[src/sgb_defines.svh]
// Timing counts, register offsets and field positions of the supervisor gating block
// Assumes a 25 MHz bus clock and a single word-wide AHB-Lite slave port
`ifndef SGB_DEFINES_SVH
`define SGB_DEFINES_SVH

// Clock
`define SGB_CLK_PERIOD_NS 40
`define SGB_CLK_KHZ       25000

// Times in their own units
`define SGB_WDT_LONG_MS   1600
`define SGB_WDT_SHORT_MS  100
`define SGB_RST_PULSE_MS  200
`define SGB_CE_GRACE_NS   12000
`define SGB_KICK_MIN_NS   100

// Derived cycle counts
`define SGB_CE_GRACE_CYC  ((`SGB_CE_GRACE_NS) / (`SGB_CLK_PERIOD_NS))
`define SGB_KICK_MIN_CYC  (((`SGB_KICK_MIN_NS) + (`SGB_CLK_PERIOD_NS) - 1) / (`SGB_CLK_PERIOD_NS))

// Timebase edge counts for the external-clock setting
`define SGB_EXT_WDT_NORMAL 1024
`define SGB_EXT_WDT_FIRST  4096
`define SGB_EXT_RST        2048

// Register map
`define SGB_ADDR_W      4
`define SGB_REG_CTRL    4'h0
`define SGB_REG_STATUS  4'h4
`define SGB_REG_WDCNT   4'h8

// Control fields
`define SGB_CTRL_WD_EN     0
`define SGB_CTRL_WD_EN_RST 1'b1

// Status fields
`define SGB_ST_RESET      0
`define SGB_ST_BACKUP     1
`define SGB_ST_WDO_N      2
`define SGB_ST_LOW_N      3
`define SGB_ST_FAIL_N     4
`define SGB_ST_BATT       5
`define SGB_ST_CE_EN      6
`define SGB_ST_FIRST      7
`define SGB_ST_MODE_LO    8
`define SGB_ST_MODE_HI    9

`endif

[src/sgb_pkg.sv]
// Types shared by the supervisor gating block
// Assumes sgb_defines.svh supplies the numeric constants
`default_nettype none

package sgb_pkg;

  // Timebase setting taken from the straps
  typedef enum logic [1:0] {
    TB_DEFAULT,
    TB_SHORT,
    TB_EXTERNAL
  } sgb_tb_mode_t;

  // Reset sequencer states
  typedef enum logic [1:0] {
    RS_LOW,
    RS_PULSE,
    RS_RUN
  } sgb_rst_state_t;

  // Pin-level inputs, comparator results included
  typedef struct packed {
    logic supply_below_thresh;
    logic supply_below_backup;
    logic early_fail_sense_in;
    logic timebase_select_strap;
    logic timebase_input;
    logic watchdog_kick_in;
    logic ce_in_n;
  } sgb_pin_in_t;

  // Pin-level outputs
  typedef struct packed {
    logic supply_low_flag_n;
    logic early_fail_flag_n;
    logic backup_active_flag;
    logic watchdog_expired_n;
    logic reset_n;
    logic reset_hi_out;
    logic reset_hi_oe_n;
    logic ce_out_n;
    logic ce_out_pullup_en;
    logic ce_in_hiz;
    logic ctl_inputs_hiz;
  } sgb_pin_out_t;

endpackage

`default_nettype wire

[src/sgb_supervisor.sv]
// Supervisor control: timebase select, reset sequencing, watchdog, CE gating, flags
// Assumes asynchronous pin inputs, one 25 MHz clock and an AHB-Lite master
//
// Behaviour
// RQ1 - Straps both high: 1.6 s watchdog, 200 ms reset pulse.
// RQ2 - Select high, timebase low: 100 ms watchdog, 1.6 s first period after reset.
// RQ3 - Short-watchdog setting keeps the 200 ms reset pulse.
// RQ4 - Select low: periods come from the timebase input oscillator or clock.
// RQ5 - Reset deasserted: chip-enable transitions pass straight through.
// RQ6 - Reset asserted: chip-enable path blocked, input goes high impedance.
// RQ7 - Power-down: path closes on chip-enable high or 12 us after reset.
// RQ8 - Power-up: path stays closed until reset deasserts.
// RQ9 - Path closed: output actively pulled high; pull released when path opens.
// RQ10 - Low-supply flag low while supply below threshold, high otherwise.
// RQ11 - Power-fail flag low while sense input below trip point.
// RQ12 - Power-fail comparison affects nothing else.
// RQ13 - Backup mode only when supply below threshold and below battery.
// RQ14 - Battery-active flag high while supply below battery, low otherwise.
// RQ15 - Backup mode: kick and straps ignored and high impedance.
// RQ16 - Backup mode: power-fail comparison off, flag forced low.
// RQ17 - Backup mode forces the documented fixed output states.
// RQ18 - Kick change held at least 100 ns restarts the watchdog.
// RQ19 - Watchdog expiry drives expired flag low until next kick change.
// RQ20 - Constant kick gives a 200 ms reset pulse every watchdog period.
// RQ21 - External timebase: periods counted in rising edges of that clock.
// RQ22 - Comparator results enter through two-stage synchronisers.
//
// The AHB-Lite slave port and the register offsets are this design's own decisions.
`include "sgb_defines.svh"
`timescale 1ns/100ps
`default_nettype none

module sgb_supervisor
  import sgb_pkg::*;
#(
  parameter int unsigned WDT_LONG_CYC  = `SGB_WDT_LONG_MS * `SGB_CLK_KHZ,
  parameter int unsigned WDT_SHORT_CYC = `SGB_WDT_SHORT_MS * `SGB_CLK_KHZ,
  parameter int unsigned RST_CYC       = `SGB_RST_PULSE_MS * `SGB_CLK_KHZ
) (
  // Clock and reset
  input  wire logic         hclk,
  input  wire logic         hresetn,
  // AHB-Lite slave
  input  wire logic         hsel,
  input  wire logic [31:0]  haddr,
  input  wire logic [1:0]   htrans,
  input  wire logic         hwrite,
  input  wire logic [2:0]   hsize,
  input  wire logic [31:0]  hwdata,
  input  wire logic         hready,
  output logic              hreadyout,
  output logic [31:0]       hrdata,
  output logic              hresp,
  // Supervisor pins
  input  wire sgb_pin_in_t  pin_in,
  output var  sgb_pin_out_t pin_out
);

  localparam int unsigned CMAX0 = (WDT_LONG_CYC > `SGB_EXT_WDT_FIRST) ?
                                  WDT_LONG_CYC : `SGB_EXT_WDT_FIRST;
  localparam int unsigned CMAX  = (RST_CYC > CMAX0) ? RST_CYC : CMAX0;
  localparam int          CW    = $clog2(CMAX + 1);
  localparam int          KW    = $clog2(`SGB_KICK_MIN_CYC + 1);
  localparam int          GW    = $clog2(`SGB_CE_GRACE_CYC + 1);

  // Count of a constant at counter width
  function automatic logic [CW-1:0] cnt_of(input int unsigned v);
    logic [31:0] w;
    w = v;
    return w[CW-1:0];
  endfunction

  // Timebase setting from the straps
  function automatic sgb_tb_mode_t decode_mode(input logic sel, input logic tb);
    sgb_tb_mode_t m;
    m = TB_DEFAULT;
    if (!sel) begin
      m = TB_EXTERNAL;
    end else if (!tb) begin
      m = TB_SHORT;
    end
    return m;
  endfunction

  // Synchronised pins
  sgb_pin_in_t    sync1_q;
  sgb_pin_in_t    pin_s_q;
  logic           backup;
  logic           below;

  // Timebase
  sgb_tb_mode_t   mode_q;
  logic           tb_prev_q;
  logic           tick;

  // Kick filter
  logic           kick_acc_q;
  logic [KW-1:0]  kick_cnt_q;
  logic           kick_evt_q;

  // Reset sequencer
  sgb_rst_state_t rst_state_q;
  logic [CW-1:0]  rst_cnt_q;
  logic [CW-1:0]  rst_lim;
  logic           reset_on;

  // Watchdog
  logic [CW-1:0]  wd_cnt_q;
  logic [CW-1:0]  wd_lim;
  logic           first_q;
  logic           wdo_n_q;
  logic           wd_run;
  logic           wd_expire;

  // Chip-enable gating
  logic           ce_en_q;
  logic [GW-1:0]  grace_cnt_q;

  // Bus side
  logic           wd_en_q;
  logic           take;
  logic           dp_wr_q;
  logic           rd_wait_q;
  logic [`SGB_ADDR_W-1:0] dp_addr_q;
  logic [31:0]    hrdata_q;
  logic [31:0]    rd_val;

  // Two flops on every pin and comparator result
  always_ff @(posedge hclk or negedge hresetn) begin
    if (!hresetn) begin
      sync1_q <= '0;
      pin_s_q <= '0;
    end else begin
      sync1_q <= pin_in;  // RQ22
      pin_s_q <= sync1_q;  // RQ22
    end
  end

  assign below  = pin_s_q.supply_below_thresh;
  assign backup = pin_s_q.supply_below_thresh & pin_s_q.supply_below_backup;  // RQ13

  // Strap decode, frozen while in backup
  always_ff @(posedge hclk or negedge hresetn) begin
    if (!hresetn) begin
      mode_q <= TB_DEFAULT;
    end else if (!backup) begin
      mode_q <= decode_mode(pin_s_q.timebase_select_strap, pin_s_q.timebase_input);  // RQ4 RQ15
    end
  end

  always_ff @(posedge hclk or negedge hresetn) begin
    if (!hresetn) begin
      tb_prev_q <= 1'b0;
    end else begin
      tb_prev_q <= pin_s_q.timebase_input;
    end
  end

  // One tick per timebase rising edge, or every cycle on the internal timebase
  assign tick = (mode_q == TB_EXTERNAL) ? (pin_s_q.timebase_input & ~tb_prev_q) : 1'b1;  // RQ21

  // Kick level must hold for the minimum time before it counts
  always_ff @(posedge hclk or negedge hresetn) begin
    if (!hresetn) begin
      kick_acc_q <= 1'b0;
      kick_cnt_q <= '0;
      kick_evt_q <= 1'b0;
    end else begin
      kick_evt_q <= 1'b0;
      if (backup || (pin_s_q.watchdog_kick_in == kick_acc_q)) begin
        kick_cnt_q <= '0;  // RQ15
      end else if (kick_cnt_q == KW'(`SGB_KICK_MIN_CYC - 1)) begin
        kick_acc_q <= pin_s_q.watchdog_kick_in;  // RQ18
        kick_cnt_q <= '0;
        kick_evt_q <= 1'b1;
      end else begin
        kick_cnt_q <= kick_cnt_q + KW'(1);
      end
    end
  end

  // Reset pulse length for the current setting
  always_comb begin
    if (mode_q == TB_EXTERNAL) begin
      rst_lim = cnt_of(`SGB_EXT_RST);  // RQ21
    end else begin
      rst_lim = cnt_of(RST_CYC);  // RQ1 RQ3
    end
  end

  // Reset sequencer
  always_ff @(posedge hclk or negedge hresetn) begin
    if (!hresetn) begin
      rst_state_q <= RS_LOW;
      rst_cnt_q   <= '0;
    end else begin
      case (rst_state_q)
        RS_LOW: begin
          rst_cnt_q <= '0;
          if (!below) begin
            rst_state_q <= RS_PULSE;
          end
        end
        RS_PULSE: begin
          if (below) begin
            rst_state_q <= RS_LOW;
          end else if (tick) begin
            if (rst_cnt_q >= rst_lim - cnt_of(1)) begin
              rst_state_q <= RS_RUN;
              rst_cnt_q   <= '0;
            end else begin
              rst_cnt_q <= rst_cnt_q + cnt_of(1);
            end
          end
        end
        RS_RUN: begin
          rst_cnt_q <= '0;
          if (below) begin
            rst_state_q <= RS_LOW;
          end else if (wd_expire) begin
            rst_state_q <= RS_PULSE;  // RQ20
          end
        end
        default: begin
          rst_state_q <= RS_LOW;
          rst_cnt_q   <= '0;
        end
      endcase
    end
  end

  assign reset_on = (rst_state_q != RS_RUN);

  // Watchdog period for the current setting
  always_comb begin
    case (mode_q)
      TB_EXTERNAL: wd_lim = first_q ? cnt_of(`SGB_EXT_WDT_FIRST) : cnt_of(`SGB_EXT_WDT_NORMAL);  // RQ21
      TB_SHORT:    wd_lim = first_q ? cnt_of(WDT_LONG_CYC) : cnt_of(WDT_SHORT_CYC);  // RQ2
      default:     wd_lim = cnt_of(WDT_LONG_CYC);  // RQ1
    endcase
  end

  assign wd_run    = ~reset_on & wd_en_q & ~backup;
  assign wd_expire = wd_run & tick & ~kick_evt_q & (wd_cnt_q >= wd_lim - cnt_of(1));

  // Watchdog counter and first-period marker
  always_ff @(posedge hclk or negedge hresetn) begin
    if (!hresetn) begin
      wd_cnt_q <= '0;
      first_q  <= 1'b1;
    end else if (reset_on) begin
      wd_cnt_q <= '0;
      first_q  <= 1'b1;
    end else if (!wd_run || kick_evt_q) begin
      wd_cnt_q <= '0;  // RQ18
      first_q  <= first_q & ~kick_evt_q;
    end else if (tick) begin
      wd_cnt_q <= wd_expire ? '0 : wd_cnt_q + cnt_of(1);
    end
  end

  // Expired flag stays low until the next accepted kick, a supply drop below threshold or a watchdog disable
  always_ff @(posedge hclk or negedge hresetn) begin
    if (!hresetn) begin
      wdo_n_q <= 1'b1;
    end else if (wd_expire) begin
      wdo_n_q <= 1'b0;  // RQ19
    end else if (kick_evt_q || below || !wd_en_q) begin
      wdo_n_q <= 1'b1;  // RQ19
    end
  end

  // Chip-enable path: grace on assertion, reopens only after reset ends
  always_ff @(posedge hclk or negedge hresetn) begin
    if (!hresetn) begin
      ce_en_q     <= 1'b0;
      grace_cnt_q <= '0;
    end else if (!reset_on) begin
      ce_en_q     <= 1'b1;  // RQ5 RQ8
      grace_cnt_q <= '0;
    end else if (ce_en_q) begin
      if (pin_s_q.ce_in_n || backup ||
          (grace_cnt_q == GW'(`SGB_CE_GRACE_CYC - 1))) begin
        ce_en_q <= 1'b0;  // RQ6 RQ7
      end else begin
        grace_cnt_q <= grace_cnt_q + GW'(1);  // RQ7
      end
    end
  end

  // Registered pin outputs
  always_ff @(posedge hclk or negedge hresetn) begin
    if (!hresetn) begin
      pin_out.supply_low_flag_n  <= 1'b0;
      pin_out.early_fail_flag_n  <= 1'b0;
      pin_out.backup_active_flag <= 1'b0;
      pin_out.watchdog_expired_n <= 1'b1;
      pin_out.reset_n            <= 1'b0;
      pin_out.reset_hi_out       <= 1'b0;
      pin_out.reset_hi_oe_n      <= 1'b1;
      pin_out.ce_out_n           <= 1'b1;
      pin_out.ce_out_pullup_en   <= 1'b1;
      pin_out.ce_in_hiz          <= 1'b1;
      pin_out.ctl_inputs_hiz     <= 1'b0;
    end else begin
      pin_out.supply_low_flag_n  <= ~below;  // RQ10 RQ17
      pin_out.early_fail_flag_n  <= ~backup & ~pin_s_q.early_fail_sense_in;  // RQ11 RQ12 RQ16
      pin_out.backup_active_flag <= pin_s_q.supply_below_backup;  // RQ14 RQ17
      pin_out.watchdog_expired_n <= backup | wdo_n_q;  // RQ17
      pin_out.reset_n            <= ~reset_on;  // RQ17
      pin_out.reset_hi_out       <= 1'b0;
      pin_out.reset_hi_oe_n      <= reset_on;  // RQ17
      pin_out.ce_out_n           <= (ce_en_q & ~backup) ? pin_s_q.ce_in_n : 1'b1;  // RQ5 RQ9 RQ17
      pin_out.ce_out_pullup_en   <= ~ce_en_q | backup;  // RQ9
      pin_out.ce_in_hiz          <= ~ce_en_q | backup;  // RQ6 RQ17
      pin_out.ctl_inputs_hiz     <= backup;  // RQ15
    end
  end

  // AHB-Lite: zero-wait writes, one wait state on reads
  assign take      = hsel & htrans[1] & hready;
  assign hreadyout = ~rd_wait_q;
  assign hresp     = 1'b0;
  assign hrdata    = hrdata_q;

  always_ff @(posedge hclk or negedge hresetn) begin
    if (!hresetn) begin
      dp_wr_q   <= 1'b0;
      rd_wait_q <= 1'b0;
      dp_addr_q <= '0;
    end else begin
      dp_wr_q   <= take & hwrite;
      rd_wait_q <= take & ~hwrite;
      if (take) begin
        dp_addr_q <= haddr[`SGB_ADDR_W-1:0];
      end
    end
  end

  // Watchdog enable; cleared it behaves as a floating kick input
  always_ff @(posedge hclk or negedge hresetn) begin
    if (!hresetn) begin
      wd_en_q <= `SGB_CTRL_WD_EN_RST;
    end else if (dp_wr_q && (dp_addr_q == `SGB_REG_CTRL)) begin
      wd_en_q <= hwdata[`SGB_CTRL_WD_EN];
    end
  end

  // Read mux; unmapped offsets and reserved bits read zero
  always_comb begin
    rd_val = 32'h00000000;
    case (dp_addr_q)
      `SGB_REG_CTRL: begin
        rd_val[`SGB_CTRL_WD_EN] = wd_en_q;
      end
      `SGB_REG_STATUS: begin
        rd_val[`SGB_ST_RESET]  = reset_on;
        rd_val[`SGB_ST_BACKUP] = backup;
        rd_val[`SGB_ST_WDO_N]  = wdo_n_q;
        rd_val[`SGB_ST_LOW_N]  = pin_out.supply_low_flag_n;
        rd_val[`SGB_ST_FAIL_N] = pin_out.early_fail_flag_n;
        rd_val[`SGB_ST_BATT]   = pin_out.backup_active_flag;
        rd_val[`SGB_ST_CE_EN]  = ce_en_q;
        rd_val[`SGB_ST_FIRST]  = first_q;
        rd_val[`SGB_ST_MODE_HI:`SGB_ST_MODE_LO] = mode_q;
      end
      `SGB_REG_WDCNT: begin
        rd_val[CW-1:0] = wd_cnt_q;
      end
      default: begin
        rd_val = 32'h00000000;
      end
    endcase
  end

  always_ff @(posedge hclk or negedge hresetn) begin
    if (!hresetn) begin
      hrdata_q <= 32'h00000000;
    end else if (rd_wait_q) begin
      hrdata_q <= rd_val;
    end
  end

endmodule

`default_nettype wire

[config.mk]
export PLATFORM = sky130hd
export DESIGN_NAME = sgb_supervisor
export DESIGN_NICKNAME = d
export VERILOG_FILES = /design/src/sgb_pkg.sv /design/src/sgb_supervisor.sv
export VERILOG_INCLUDE_DIRS = /design/src
export SDC_FILE = /design/constraint.sdc
export NUM_CORES = 1
export LEC_CHECK = 0
export ABC_CLOCK_PERIOD_IN_PS = 4180
export BUFFER_PORTS_ARGS = -buffer_cell sky130_fd_sc_hd__clkbuf_2
export CORE_MARGIN = 8
export CORE_UTILIZATION = 50
export CTS_BUF_LIST = sky130_fd_sc_hd__clkbuf_8
export DETAILED_ROUTE_END_ITERATION = 16
export PLACE_DENSITY = 0.73
export SYNTH_ARGS = -nofsm -noshare
export SYNTH_HDL_FRONTEND = slang
export SYNTH_SLANG_ARGS = --single-unit
[constraint.sdc]
create_clock -name hclk -period 4.18 [get_ports hclk]
set_input_delay 0.418 -clock hclk [delete_from_list [all_inputs] [get_ports hclk]]
set_output_delay 0.418 -clock hclk [all_outputs]
set_load 0.02 [all_outputs]
==> results.sh, run 1 <==
export IMPL_status="finished, final reports clean"
export IMPL_regToRegEndpoint="wd_cnt_q[9]"
export IMPL_clk_latency_ns=0.45
export IMPL_synth_cell_types=69
export IMPL_fin_hold_ws_ns=0.0620
export IMPL_grt_max_degree=70
export IMPL_holdCritPathClass="primary input to flip-flop"
export IMPL_routedWlPerCell_um=17.6
export IMPL_arrival_ns=4.24
export IMPL_period_minus_slack_ns=3.88
export IMPL_wirelength_um=16500
export IMPL_num_vias=5693
export IMPL_critPathCaptureType="flip-flop"
export IMPL_setup_viol=0
export IMPL_critPathBufInv=3
export IMPL_synth_main_ff_cell="dfrtp_1"
export IMPL_swShare_pct=30.3
export IMPL_yosys_mux_area_fraction_pct=1.58
export IMPL_r2r_start="mode_q[1]"
export IMPL_vdd_drop_max_uv=269
export IMPL_layout_cells_most_common="dfrtp_1"
export IMPL_num_rows=42
export IMPL_fillerInstances=1126
export IMPL_start_kind="flip-flop"
export IMPL_clkPwrFrac_pct=38.7
export IMPL_met2_usage_pct=31.6
export IMPL_max_slew_margin_rel_pct=40.1
export IMPL_power_density_nw_per_um2=377
export IMPL_drt_pass1_iter_count=5
export IMPL_ys_seq_area_share_pct=47.5
export IMPL_p_seq_share_pct=48.2
export IMPL_die_area_um2=17600
export IMPL_synth_compound_area_share_pct=17.1
export IMPL_clock_skew_ns=0.0119
export IMPL_synth_adder_area_share_pct=5.50
export IMPL_cpPeakStageDelay_ns=0.46
export IMPL_cell_internal_pwr_mw=2.00
export IMPL_ys_ff_latch=129
export IMPL_p_total_mw=2.87
export IMPL_chipWidth_um=133
export IMPL_pin_count=126
export IMPL_synthToLayoutAreaGrowth_pct=11.9
export IMPL_synth_enable_flop_cells=0
export IMPL_portBuffers=54
export IMPL_critPathKind="flip-flop to flip-flop"
export IMPL_crit_required_ns=4.54
export IMPL_drtIter0Drc=552
export IMPL_busiest_layer="met2"
export IMPL_setup_tns_ns=0
export IMPL_hold_viol=0
export IMPL_htreeDepth=4
export IMPL_fin_crit_sh_pct=92.7
export IMPL_rsz0062_at_grt="false"
export IMPL_ant_nets=0
export IMPL_hpwl_um=11600
export IMPL_grt_use_met1_pct=23.3
export IMPL_clk_pin_slew_ns=0.09
export IMPL_start_util_pct=51.3
export IMPL_hold_start="pin_in[2]"
export IMPL_synth_cells=696
export IMPL_clock_sinks=129
export IMPL_holdPathStages=1
export IMPL_cts_hold_buffers=0
export IMPL_clk_path_buf_depth=2
export IMPL_crit_slowest_cell="dfrtp_1"
export IMPL_holdPathEnd="sync1_q[2]"
export IMPL_power_share_combinational_pct=13.1
export IMPL_grt_ovfl_total=0
export IMPL_fmax_ghz=0.258
export IMPL_cts_root_buf="clkbuf_8"
export IMPL_grt_antenna_before_repair=0
export IMPL_drv_slew=0
export IMPL_synth_simple_area_share_pct=22.2
export IMPL_path_cells="inv_1 > ha_4 > nor2b_2 > nor2b_2 > inv_1 > ha_1 > o21ai_0 > nand2_1 > nor2_2 > nand3_1 > ha_1 > a21o_1 > a21o_1 > a2111oi_2 > o211a_1 > buf_4 > nand3_1 > o31ai_1"
export IMPL_ys_warnings_count=0
export IMPL_synth_xor_area_share_pct=1.28
export IMPL_antenna_cells=0
export IMPL_cts_tree="yes"
export IMPL_numCtsBuffers=17
export IMPL_cap_violations=0
export IMPL_die_y_um=133
export IMPL_routabilityCongestion=0.860
export IMPL_grt_pass1_vias=5594
export IMPL_switchingPower_mw=0.871
export IMPL_crit_family="compound AO/OA/AOI/OAI gates"
export IMPL_r2r_slack_ns=0.30
export IMPL_mostFrequentLayoutCells="dfrtp_1, nand2_1, nor2_1, clkbuf_2, nand3_1"
export IMPL_syn_area_um2=6820
export IMPL_synth_top_family_by_area="simple AND/OR/NAND/NOR gates"
export IMPL_grt_use_total_pct=19.0
export IMPL_final_net_count=858
export IMPL_core_um2=13300
export IMPL_drc=0
export IMPL_cp_num_cells=18
export IMPL_cp_max_fo=10
export IMPL_synth_async_reset_ratio_pct=100
export IMPL_vias_per_cell=6.08
export IMPL_p_leak_nw=3.35
export IMPL_use_met3_pct=3.94
export IMPL_worst_pin_slew_ns=0.898
export IMPL_layout_drive_gt1_share_pct=17.8
export IMPL_synth_avg_cell_area_um2=9.80
export IMPL_r2r_cells=18
export IMPL_grt_pass1_wl_um=27600
-- worst max path at each step --
stage | endpoint | startpoint | slack, ns
6_report | wd_cnt_q[9] | mode_q[1] | 0.30
5_1_grt | wd_cnt_q[9] | mode_q[1] | 0.006
3_5_place_dp | wd_cnt_q[9] | mode_q[1] | 0.13
2_1_floorplan | wd_cnt_q[4] | mode_q[1] | 0.48
4_1_cts | wd_cnt_q[9] | mode_q[1] | 0.09
3_3_place_gp | wd_cnt_q[9] | mode_q[1] | 0.31
-- sequential cells by signal, indices dropped and copies added (netlist names) --
signal / flops
first_q: 1
wd_en_q: 1
dp_wr_q: 1
sync1_q: 7
below: 1
rst_state_q: 2
wd_cnt_q: 26
kick_evt_q: 1
pin_out: 9
mode_q: 2
rd_wait_q: 1
rst_cnt_q: 26
pin_s_q: 6
hrdata: 26
tb_prev_q: 1
dp_addr_q: 4
kick_acc_q: 1
kick_cnt_q: 2
grace_cnt_q: 9
ce_en_q: 1
wdo_n_q: 1
-- power groups by stage --
stage,sequential [mW],combinational (mW),clock (mW)
floorplan,1.42,0.225,0
global placement,1.40,0.356,0
detailed placement,1.41,0.374,0
CTS,1.39,0.375,1.13
global route,1.40,0.417,1.18
finish,1.39,0.376,1.11
-- cells in the mapped netlist, types with 6 or more instances --
cell | number | share of area [%]
buf_4 | 10 | 1.1
dfrtp_1 | 122 | 45
xor2_1 | 8 | 1.0
inv_1 | 18 | 0.99
nand3_1 | 32 | 2.3
nor2_1 | 54 | 3.0
o31ai_1 | 17 | 1.9
nor3_1 | 11 | 0.81
clkbuf_1 | 17 | 0.94
a221oi_1 | 10 | 1.3
a22oi_1 | 11 | 1.2
dfstp_2 | 7 | 2.7
o22ai_1 | 7 | 0.64
o2bb2ai_1 | 16 | 2.1
a31oi_1 | 29 | 2.7
mux2_2 | 6 | 0.99
buf_2 | 11 | 0.81
nand2b_1 | 9 | 0.83
nand4_1 | 25 | 2.3
a41oi_1 | 6 | 0.77
o21ai_0 | 18 | 1.3
a21oi_1 | 19 | 1.4
ha_1 | 30 | 5.5
and3_1 | 30 | 2.8
nand2_1 | 76 | 4.2
and2_1 | 9 | 0.83
-- per-stage QoR --
step | area, um2 | cells | setup slack (ns) | util [%]
floorplan | 6850 | 703 | 0.480 | -
global placement | 7200 | 904 | 0.314 | 54.1
detailed placement | 7200 | 904 | 0.134 | 54.1
CTS | 7600 | 936 | 0.0913 | 57.2
global route | 7630 | 936 | 0.00624 | 57.4
finish | 7630 | 936 | 0.304 | 57.4
-- what timing repair did --
item	CTS	global route
setup buffers	0	0
hold endpoints to repair	0	0
setup endpoints to repair	0	29
gates resized for setup	0	7
-- logic make-up after synthesis --
group,after synthesis
AND/OR/NAND/NOR,289
AO/OA/AOI/OAI,164
flip-flops,129
buffers and inverters,63
adder cells (fa/ha/maj),30
XOR/XNOR,10
multiplexers,10
other,1
-- worst register-to-register path: stages, from the launching register on --
cell	delay (ns)
dfrtp_1	0.46
inv_1	0.12
ha_4	0.18
nor2b_2	0.21
nor2b_2	0.18
inv_1	0.07
ha_1	0.20
o21ai_0	0.07
nand2_1	0.13
nor2_2	0.13
nand3_1	0.10
ha_1	0.31
a21o_1	0.19
a21o_1	0.18
a2111oi_2	0.38
o211a_1	0.34
buf_4	0.22
nand3_1	0.11
o31ai_1	0.22
-- routing by layer --
metal,up-vias,share of wire [%]
met5,-,0
met4,0,2.5
met3,39,4.5
met2,170,50
met1,2811,43
li1,2673,-
-- layout make-up --
type | count | area (um2) | area share (%)
well taps | 176 | 220 | 2.89
clock inverters | 15 | 174 | 2.28
inverters | 20 | 75.1 | 0.984
flip-flops and latches | 129 | 3240 | 42.4
multi-input cells | 511 | 3310 | 43.4
repair buffers | 68 | 378 | 4.95
clock buffers | 17 | 234 | 3.07
Power figures use the tool's default switching activity.
==> run 2, diff against run 1 <==
--- a/config.mk
+++ b/config.mk
@@ -6,12 +6,13 @@
 export SDC_FILE = /design/constraint.sdc
 export NUM_CORES = 1
 export LEC_CHECK = 0
-export ABC_CLOCK_PERIOD_IN_PS = 4180
+export ABC_CLOCK_PERIOD_IN_PS = 3800
 export BUFFER_PORTS_ARGS = -buffer_cell sky130_fd_sc_hd__clkbuf_2
 export CORE_MARGIN = 8
 export CORE_UTILIZATION = 50
 export CTS_BUF_LIST = sky130_fd_sc_hd__clkbuf_8
 export DETAILED_ROUTE_END_ITERATION = 16
+export HOLD_SLACK_MARGIN = 0.15
 export PLACE_DENSITY = 0.73
 export SYNTH_ARGS = -nofsm -noshare
 export SYNTH_HDL_FRONTEND = slang
==> constraint.sdc (replaced) <==
create_clock -name hclk -period 3.8 [get_ports hclk]
set_input_delay 0.38 -clock hclk [delete_from_list [all_inputs] [get_ports hclk]]
set_output_delay 0.38 -clock hclk [all_outputs]
set_load 0.02 [all_outputs]
==> results.sh, run 2 (synthesis results as in run 1) <==
export IMPL_cts_tree="yes"
export IMPL_grt_pass1_wl_um=28400
export IMPL_grt_antenna_before_repair=0
export IMPL_p_total_mw=3.18
export IMPL_grt_max_degree=81
export IMPL_portBuffers=54
export IMPL_clock_sinks=129
export IMPL_setup_tns_ns=0
export IMPL_vdd_drop_max_uv=269
export IMPL_hold_start="htrans[1]"
export IMPL_regToRegEndpoint="wd_cnt_q[3]"
export IMPL_clkPwrFrac_pct=37.8
export IMPL_antenna_cells=0
export IMPL_wl_met2_um=8620
export IMPL_highest_layer="met4"
export IMPL_drc=0
export IMPL_ant_nets=0
export IMPL_cp_max_fo=8
export IMPL_layout_cells_most_common="dfrtp_1"
export IMPL_clock_skew_ns=0.0130
export IMPL_drt_pass1_iter_count=5
export IMPL_r2r_start="mode_q[0]"
export IMPL_clk_path_buf_depth=2
export IMPL_crit_slowest_cell="dfrtp_1"
export IMPL_grt_use_total_pct=19.5
export IMPL_wirelength_um=17000
export IMPL_num_rows=42
export IMPL_start_kind="flip-flop"
export IMPL_holdCritPathClass="primary input to flip-flop"
export IMPL_crit_required_ns=4.18
export IMPL_numCtsBuffers=17
export IMPL_r2r_cells=17
export IMPL_synthToLayoutAreaGrowth_pct=17.6
export IMPL_power_density_nw_per_um2=397
export IMPL_layout_drive_gt1_share_pct=20.2
export IMPL_fillerInstances=1073
export IMPL_clk_latency_ns=0.46
export IMPL_die_y_um=133
export IMPL_pin_count=126
export IMPL_clk_pin_slew_ns=0.09
export IMPL_core_um2=13300
export IMPL_status="finished, final reports clean"
export IMPL_max_slew_margin_rel_pct=30.3
export IMPL_routedWlPerCell_um=17.6
export IMPL_holdPathStages=3
export IMPL_cell_internal_pwr_mw=2.23
export IMPL_critPathKind="flip-flop to flip-flop"
export IMPL_arrival_ns=3.96
export IMPL_holdPathEnd="dp_wr_q"
export IMPL_wl_met1_um=7130
export IMPL_setup_viol=0
export IMPL_met3WireLength_um=911
export IMPL_period_minus_slack_ns=3.58
export IMPL_final_net_count=892
export IMPL_path_cells="inv_1 > ha_1 > nor3b_1 > inv_1 > o21ai_1 > nand2_1 > nor2_4 > nand3_2 > ha_1 > a21o_1 > a21o_1 > a2111oi_4 > o211a_4 > buf_12 > buf_4 > nand3b_1 > a31oi_1"
export IMPL_die_area_um2=17600
export IMPL_critPathCaptureType="flip-flop"
export IMPL_cpPeakStageDelay_ns=0.42
export IMPL_htreeDepth=4
export IMPL_chipWidth_um=133
export IMPL_swShare_pct=30.0
export IMPL_grt_ovfl_total=0
export IMPL_mostFrequentLayoutCells="dfrtp_1, nand2_1, nor2_1, clkbuf_2, nand3_1"
export IMPL_drtIter0Drc=666
export IMPL_vias_per_cell=6.08
export IMPL_num_vias=5901
export IMPL_switchingPower_mw=0.955
export IMPL_cap_violations=0
export IMPL_hold_viol=0
export IMPL_routabilityCongestion=0.860
export IMPL_worst_pin_slew_ns=1.05
export IMPL_fmax_ghz=0.279
export IMPL_p_seq_share_pct=47.8
export IMPL_p_leak_nw=3.54
export IMPL_start_util_pct=51.3
export IMPL_drv_slew=0
export IMPL_cts_root_buf="clkbuf_8"
export IMPL_fin_crit_sh_pct=94.2
export IMPL_r2r_slack_ns=0.22
export IMPL_grt_pass1_vias=5844
export IMPL_power_share_combinational_pct=14.4
export IMPL_hpwl_um=11600
## run 2: critical path, delay by kind of cell (launching register included)
family,cells,cell delay [ns]
buf+inv,4,0.50
flops,1,0.42
compound gates,6,1.32
simple gates,5,0.72
fa+ha+maj,2,0.54
## run 2: worst max-delay path by stage
stage                         start           end  cells past startpoint
after global routing      mode_q[0]   wd_cnt_q[2]                     17
after detailed placement  mode_q[1]  wd_cnt_q[19]                     17
after global placement    mode_q[1]  wd_cnt_q[24]                     18
after floorplan           mode_q[1]   wd_cnt_q[4]                     20
after CTS                 mode_q[1]   wd_cnt_q[4]                     18
final                     mode_q[0]   wd_cnt_q[3]                     17
## run 2: final cells by class
| type | instances | area, um2 | area share, % |
|---|---|---|---|
| multi-input cells | 511 | 3360 | 41.9 |
| flip-flops and latches | 129 | 3240 | 40.4 |
| repair buffers | 102 | 724 | 9.03 |
| clock buffers | 17 | 234 | 2.92 |
| well taps | 176 | 220 | 2.74 |
| clock inverters | 15 | 168 | 2.09 |
| inverters | 20 | 75.1 | 0.936 |
## run 2: routing by layer
layer	track usage, %	vias up
met1	23.9	2893
met5	0	-
met4	8.52	0
met3	3.97	35
li1	-	2747
met2	32.5	226
## run 2: repair_timing
| action | in CTS | in global routing |
|---|---|---|
| hold endpoints to repair | 91 | 0 |
| cloned | 1 | 0 |
| pin swaps | 2 | 6 |
| setup buffers | 5 | 6 |
| hold buffers | 14 | 0 |
| endpoints found under the setup margin | 28 | 29 |
| resized for setup | 5 | 17 |
## run 2: power groups by stage
stage	logic, mW	clock network (mW)	registers (mW)
finish	0.459	1.20	1.52
global route	0.511	1.28	1.53
CTS	0.446	1.23	1.52
detailed placement	0.426	0	1.55
global placement	0.407	0	1.54
floorplan	0.247	0	1.57
## run 2: stage by stage
| step | cells | worst slack, ns | cell area (um2) | util, % | hold slack (ns) |
|---|---|---|---|---|---|
| floorplan | 703 | 0.100 | 6850 | - | 0.0844 |
| global placement | 912 | 0.0518 | 7280 | 54.8 | 0.332 |
| detailed placement | 912 | -0.143 | 7280 | 54.8 | 0.335 |
| CTS | 964 | -0.0146 | 7900 | 59.4 | 0.257 |
| global route | 970 | -0.0470 | 8020 | 60.3 | 0.312 |
| finish | 970 | 0.221 | 8020 | 60.3 | 0.287 |
==> run 3, diff against run 2 <==
==> constraint.sdc (replaced) <==
create_clock -name hclk -period 3.8 [get_ports hclk]
set_input_delay 0.38 -clock hclk [delete_from_list [all_inputs] [get_ports hclk]]
set_output_delay 0.38 -clock hclk [all_outputs]
set_load 0.1 [all_outputs]
==> results.sh, run 3 (synthesis results as in run 1) <==
export IMPL_status="finished, final reports clean"
export IMPL_worst_pin_slew_ns=0.888
export IMPL_fmax_ghz=0.282
export IMPL_die_y_um=133
export IMPL_die_area_um2=17600
export IMPL_grt_pass1_vias=5721
export IMPL_grt_ovfl_total=0
export IMPL_critPathKind="flip-flop to flip-flop"
export IMPL_chipWidth_um=133
export IMPL_critPathCaptureType="flip-flop"
export IMPL_cts_root_buf="clkbuf_8"
export IMPL_cp_common_cell="ha_1"
export IMPL_drtIter0Drc=529
export IMPL_routedWlPerCell_um=17.0
export IMPL_start_util_pct=51.3
export IMPL_clk_pin_slew_ns=0.08
export IMPL_grt_use_total_pct=19.0
export IMPL_fin_cells=962
export IMPL_fin_util_pct=59.3
export IMPL_num_vias=5820
export IMPL_clock_skew_ns=0.0168
export IMPL_clk_latency_ns=0.46
export IMPL_clock_sinks=129
export IMPL_final_net_count=884
export IMPL_grt_antenna_before_repair=0
export IMPL_antenna_cells=0
export IMPL_grt_max_degree=73
export IMPL_drt_pass1_iter_count=5
export IMPL_vias_per_cell=6.05
export IMPL_crit_slowest_cell="dfrtp_2"
export IMPL_critPathBufInv=3
export IMPL_holdPathStages=2
export IMPL_r2r_slack_ns=0.26
export IMPL_numCtsBuffers=17
export IMPL_start_kind="flip-flop"
export IMPL_vdd_drop_max_uv=326
export IMPL_cpPeakStageDelay_ns=0.44
export IMPL_wirelength_um=16400
export IMPL_rsz0062_at_grt="false"
export IMPL_placed_area_um2=7300
export IMPL_arrival_ns=3.91
export IMPL_routabilityCongestion=0.859
export IMPL_synthToLayoutAreaGrowth_pct=15.6
export IMPL_r2r_cells=18
export IMPL_fin_crit_sh_pct=93.2
export IMPL_path_cells="inv_1 > ha_1 > buf_4 > nand2_1 > o21a_1 > ha_1 > o21ai_0 > nand2_1 > nor2_2 > nand3_1 > ha_1 > a21o_1 > a21o_1 > a2111oi_4 > o211a_4 > buf_12 > nand3_1 > o31ai_1"
export IMPL_drv_slew=0
export IMPL_power_density_nw_per_um2=428
export IMPL_dp_cells=914
export IMPL_ant_nets=0
export IMPL_crit_family="compound AO/OA/AOI/OAI gates"
export IMPL_crit_required_ns=4.17
export IMPL_fin_area_um2=7880
export IMPL_cp_max_fo=20
export IMPL_layout_cells_most_common="dfrtp_1"
export IMPL_hold_viol=0
export IMPL_layout_drive_gt1_share_pct=18.8
export IMPL_clk_path_buf_depth=2
export IMPL_max_slew_margin_rel_pct=40.7
export IMPL_mostFrequentLayoutCells="dfrtp_1, nand2_1, nor2_1, clkbuf_2, nand3_1"
export IMPL_core_um2=13300
export IMPL_setup_viol=0
export IMPL_holdCritPathClass="primary input to flip-flop"
export IMPL_htreeDepth=4
export IMPL_period_minus_slack_ns=3.54
export IMPL_cap_violations=0
export IMPL_cts_tree="yes"
export IMPL_pin_count=126
export IMPL_cp_num_cells=18
export IMPL_grt_pass1_wl_um=27600
export IMPL_p_leak_nw=3.49
export IMPL_portBuffers=54
export IMPL_drc=0
export IMPL_hpwl_um=11600
export IMPL_num_rows=42
-- run 3: cell count changes in the layout (fill, tap and decap cells not counted), sizes merged --
cell,before,now
buf,35,28
bufinv,2,1
dlygate4sd3,14,13
inv,29,30
-- run 3: power breakdown --
| group | leakage (nW) | internal, mW | switching (mW) |
|---|---|---|---|
| clock network | 0.203 | 0.552 | 0.638 |
| registers | 1.69 | 1.46 | 0.0624 |
| logic | 1.59 | 0.166 | 0.494 |
| total | 3.49 | 2.18 | 1.19 |
-- run 3: timing repair --
| item | 4_1_cts | 5_1_grt |
|---|---|---|
| pin swaps | 1 | 2 |
| buffers inserted | 1 | 2 |
| endpoints found under the setup margin | 12 | 29 |
| gates resized for setup | 2 | 7 |
| hold buffers | 13 | 0 |
| hold endpoints to repair | 65 | 0 |
-- run 3: through the flow --
stage | worst slack, ns | setup TNS [ns] | hold WS, ns | power (mW)
6_report | 0.259 | 0 | 0.186 | 3.37
5_1_grt | 0.0135 | 0 | 0.161 | 3.50
4_1_cts | 0.0218 | 0 | 0.159 | 3.38
3_5_place_dp | -0.0126 | -0.0238 | 0.338 | 2.19
3_3_place_gp | 0.123 | 0 | 0.335 | 2.17
2_1_floorplan | 0.100 | 0 | 0.0844 | 2.03
-- run 3: metal layers --
metal  GRT usage [%]  up-vias  routed length (um)  share of wire, %
met3            4.24       31                 949               5.8
met4            7.00        0                 278               1.7
met5               0        -                   0                 0
met1            23.2     2859                6900                42
met2            32.1      196                8270                50
li1                -     2734                   -                 -
-- run 3: path summary, 6_finish.rpt --
path / from / endpoint
max: mode_q[1] / wd_cnt_q[9]
max in group asynchronous: hresetn / pin_out[3]
max reg2reg: mode_q[1] / wd_cnt_q[9]
min: hwdata[0] / wd_en_q
min reg2reg: sync1_q[1] / pin_s_q[1]
min in group asynchronous: hresetn / hrdata[24]
-- run 3: layout make-up --
type / instances / area, um2
flip-flops and latches: 129 / 3240
clock inverters: 15 / 163
clock buffers: 17 / 234
multi-input cells: 511 / 3320
inverters: 20 / 75.1
fillers: 1125 / 5410
repair buffers: 94 / 634
well taps: 176 / 220
-- run 3: worst reg2reg max path, stage by stage, from the launching register on --
cell and delay, ns:
dfrtp_2 0.44, inv_1 0.06, ha_1 0.15, buf_4 0.15, nand2_1 0.09, o21a_1 0.15, ha_1 0.21, o21ai_0 0.08
nand2_1 0.11, nor2_2 0.10, nand3_1 0.12, ha_1 0.32, a21o_1 0.19, a21o_1 0.20, a2111oi_4 0.35, o211a_4 0.28
buf_12 0.16, nand3_1 0.10, o31ai_1 0.20
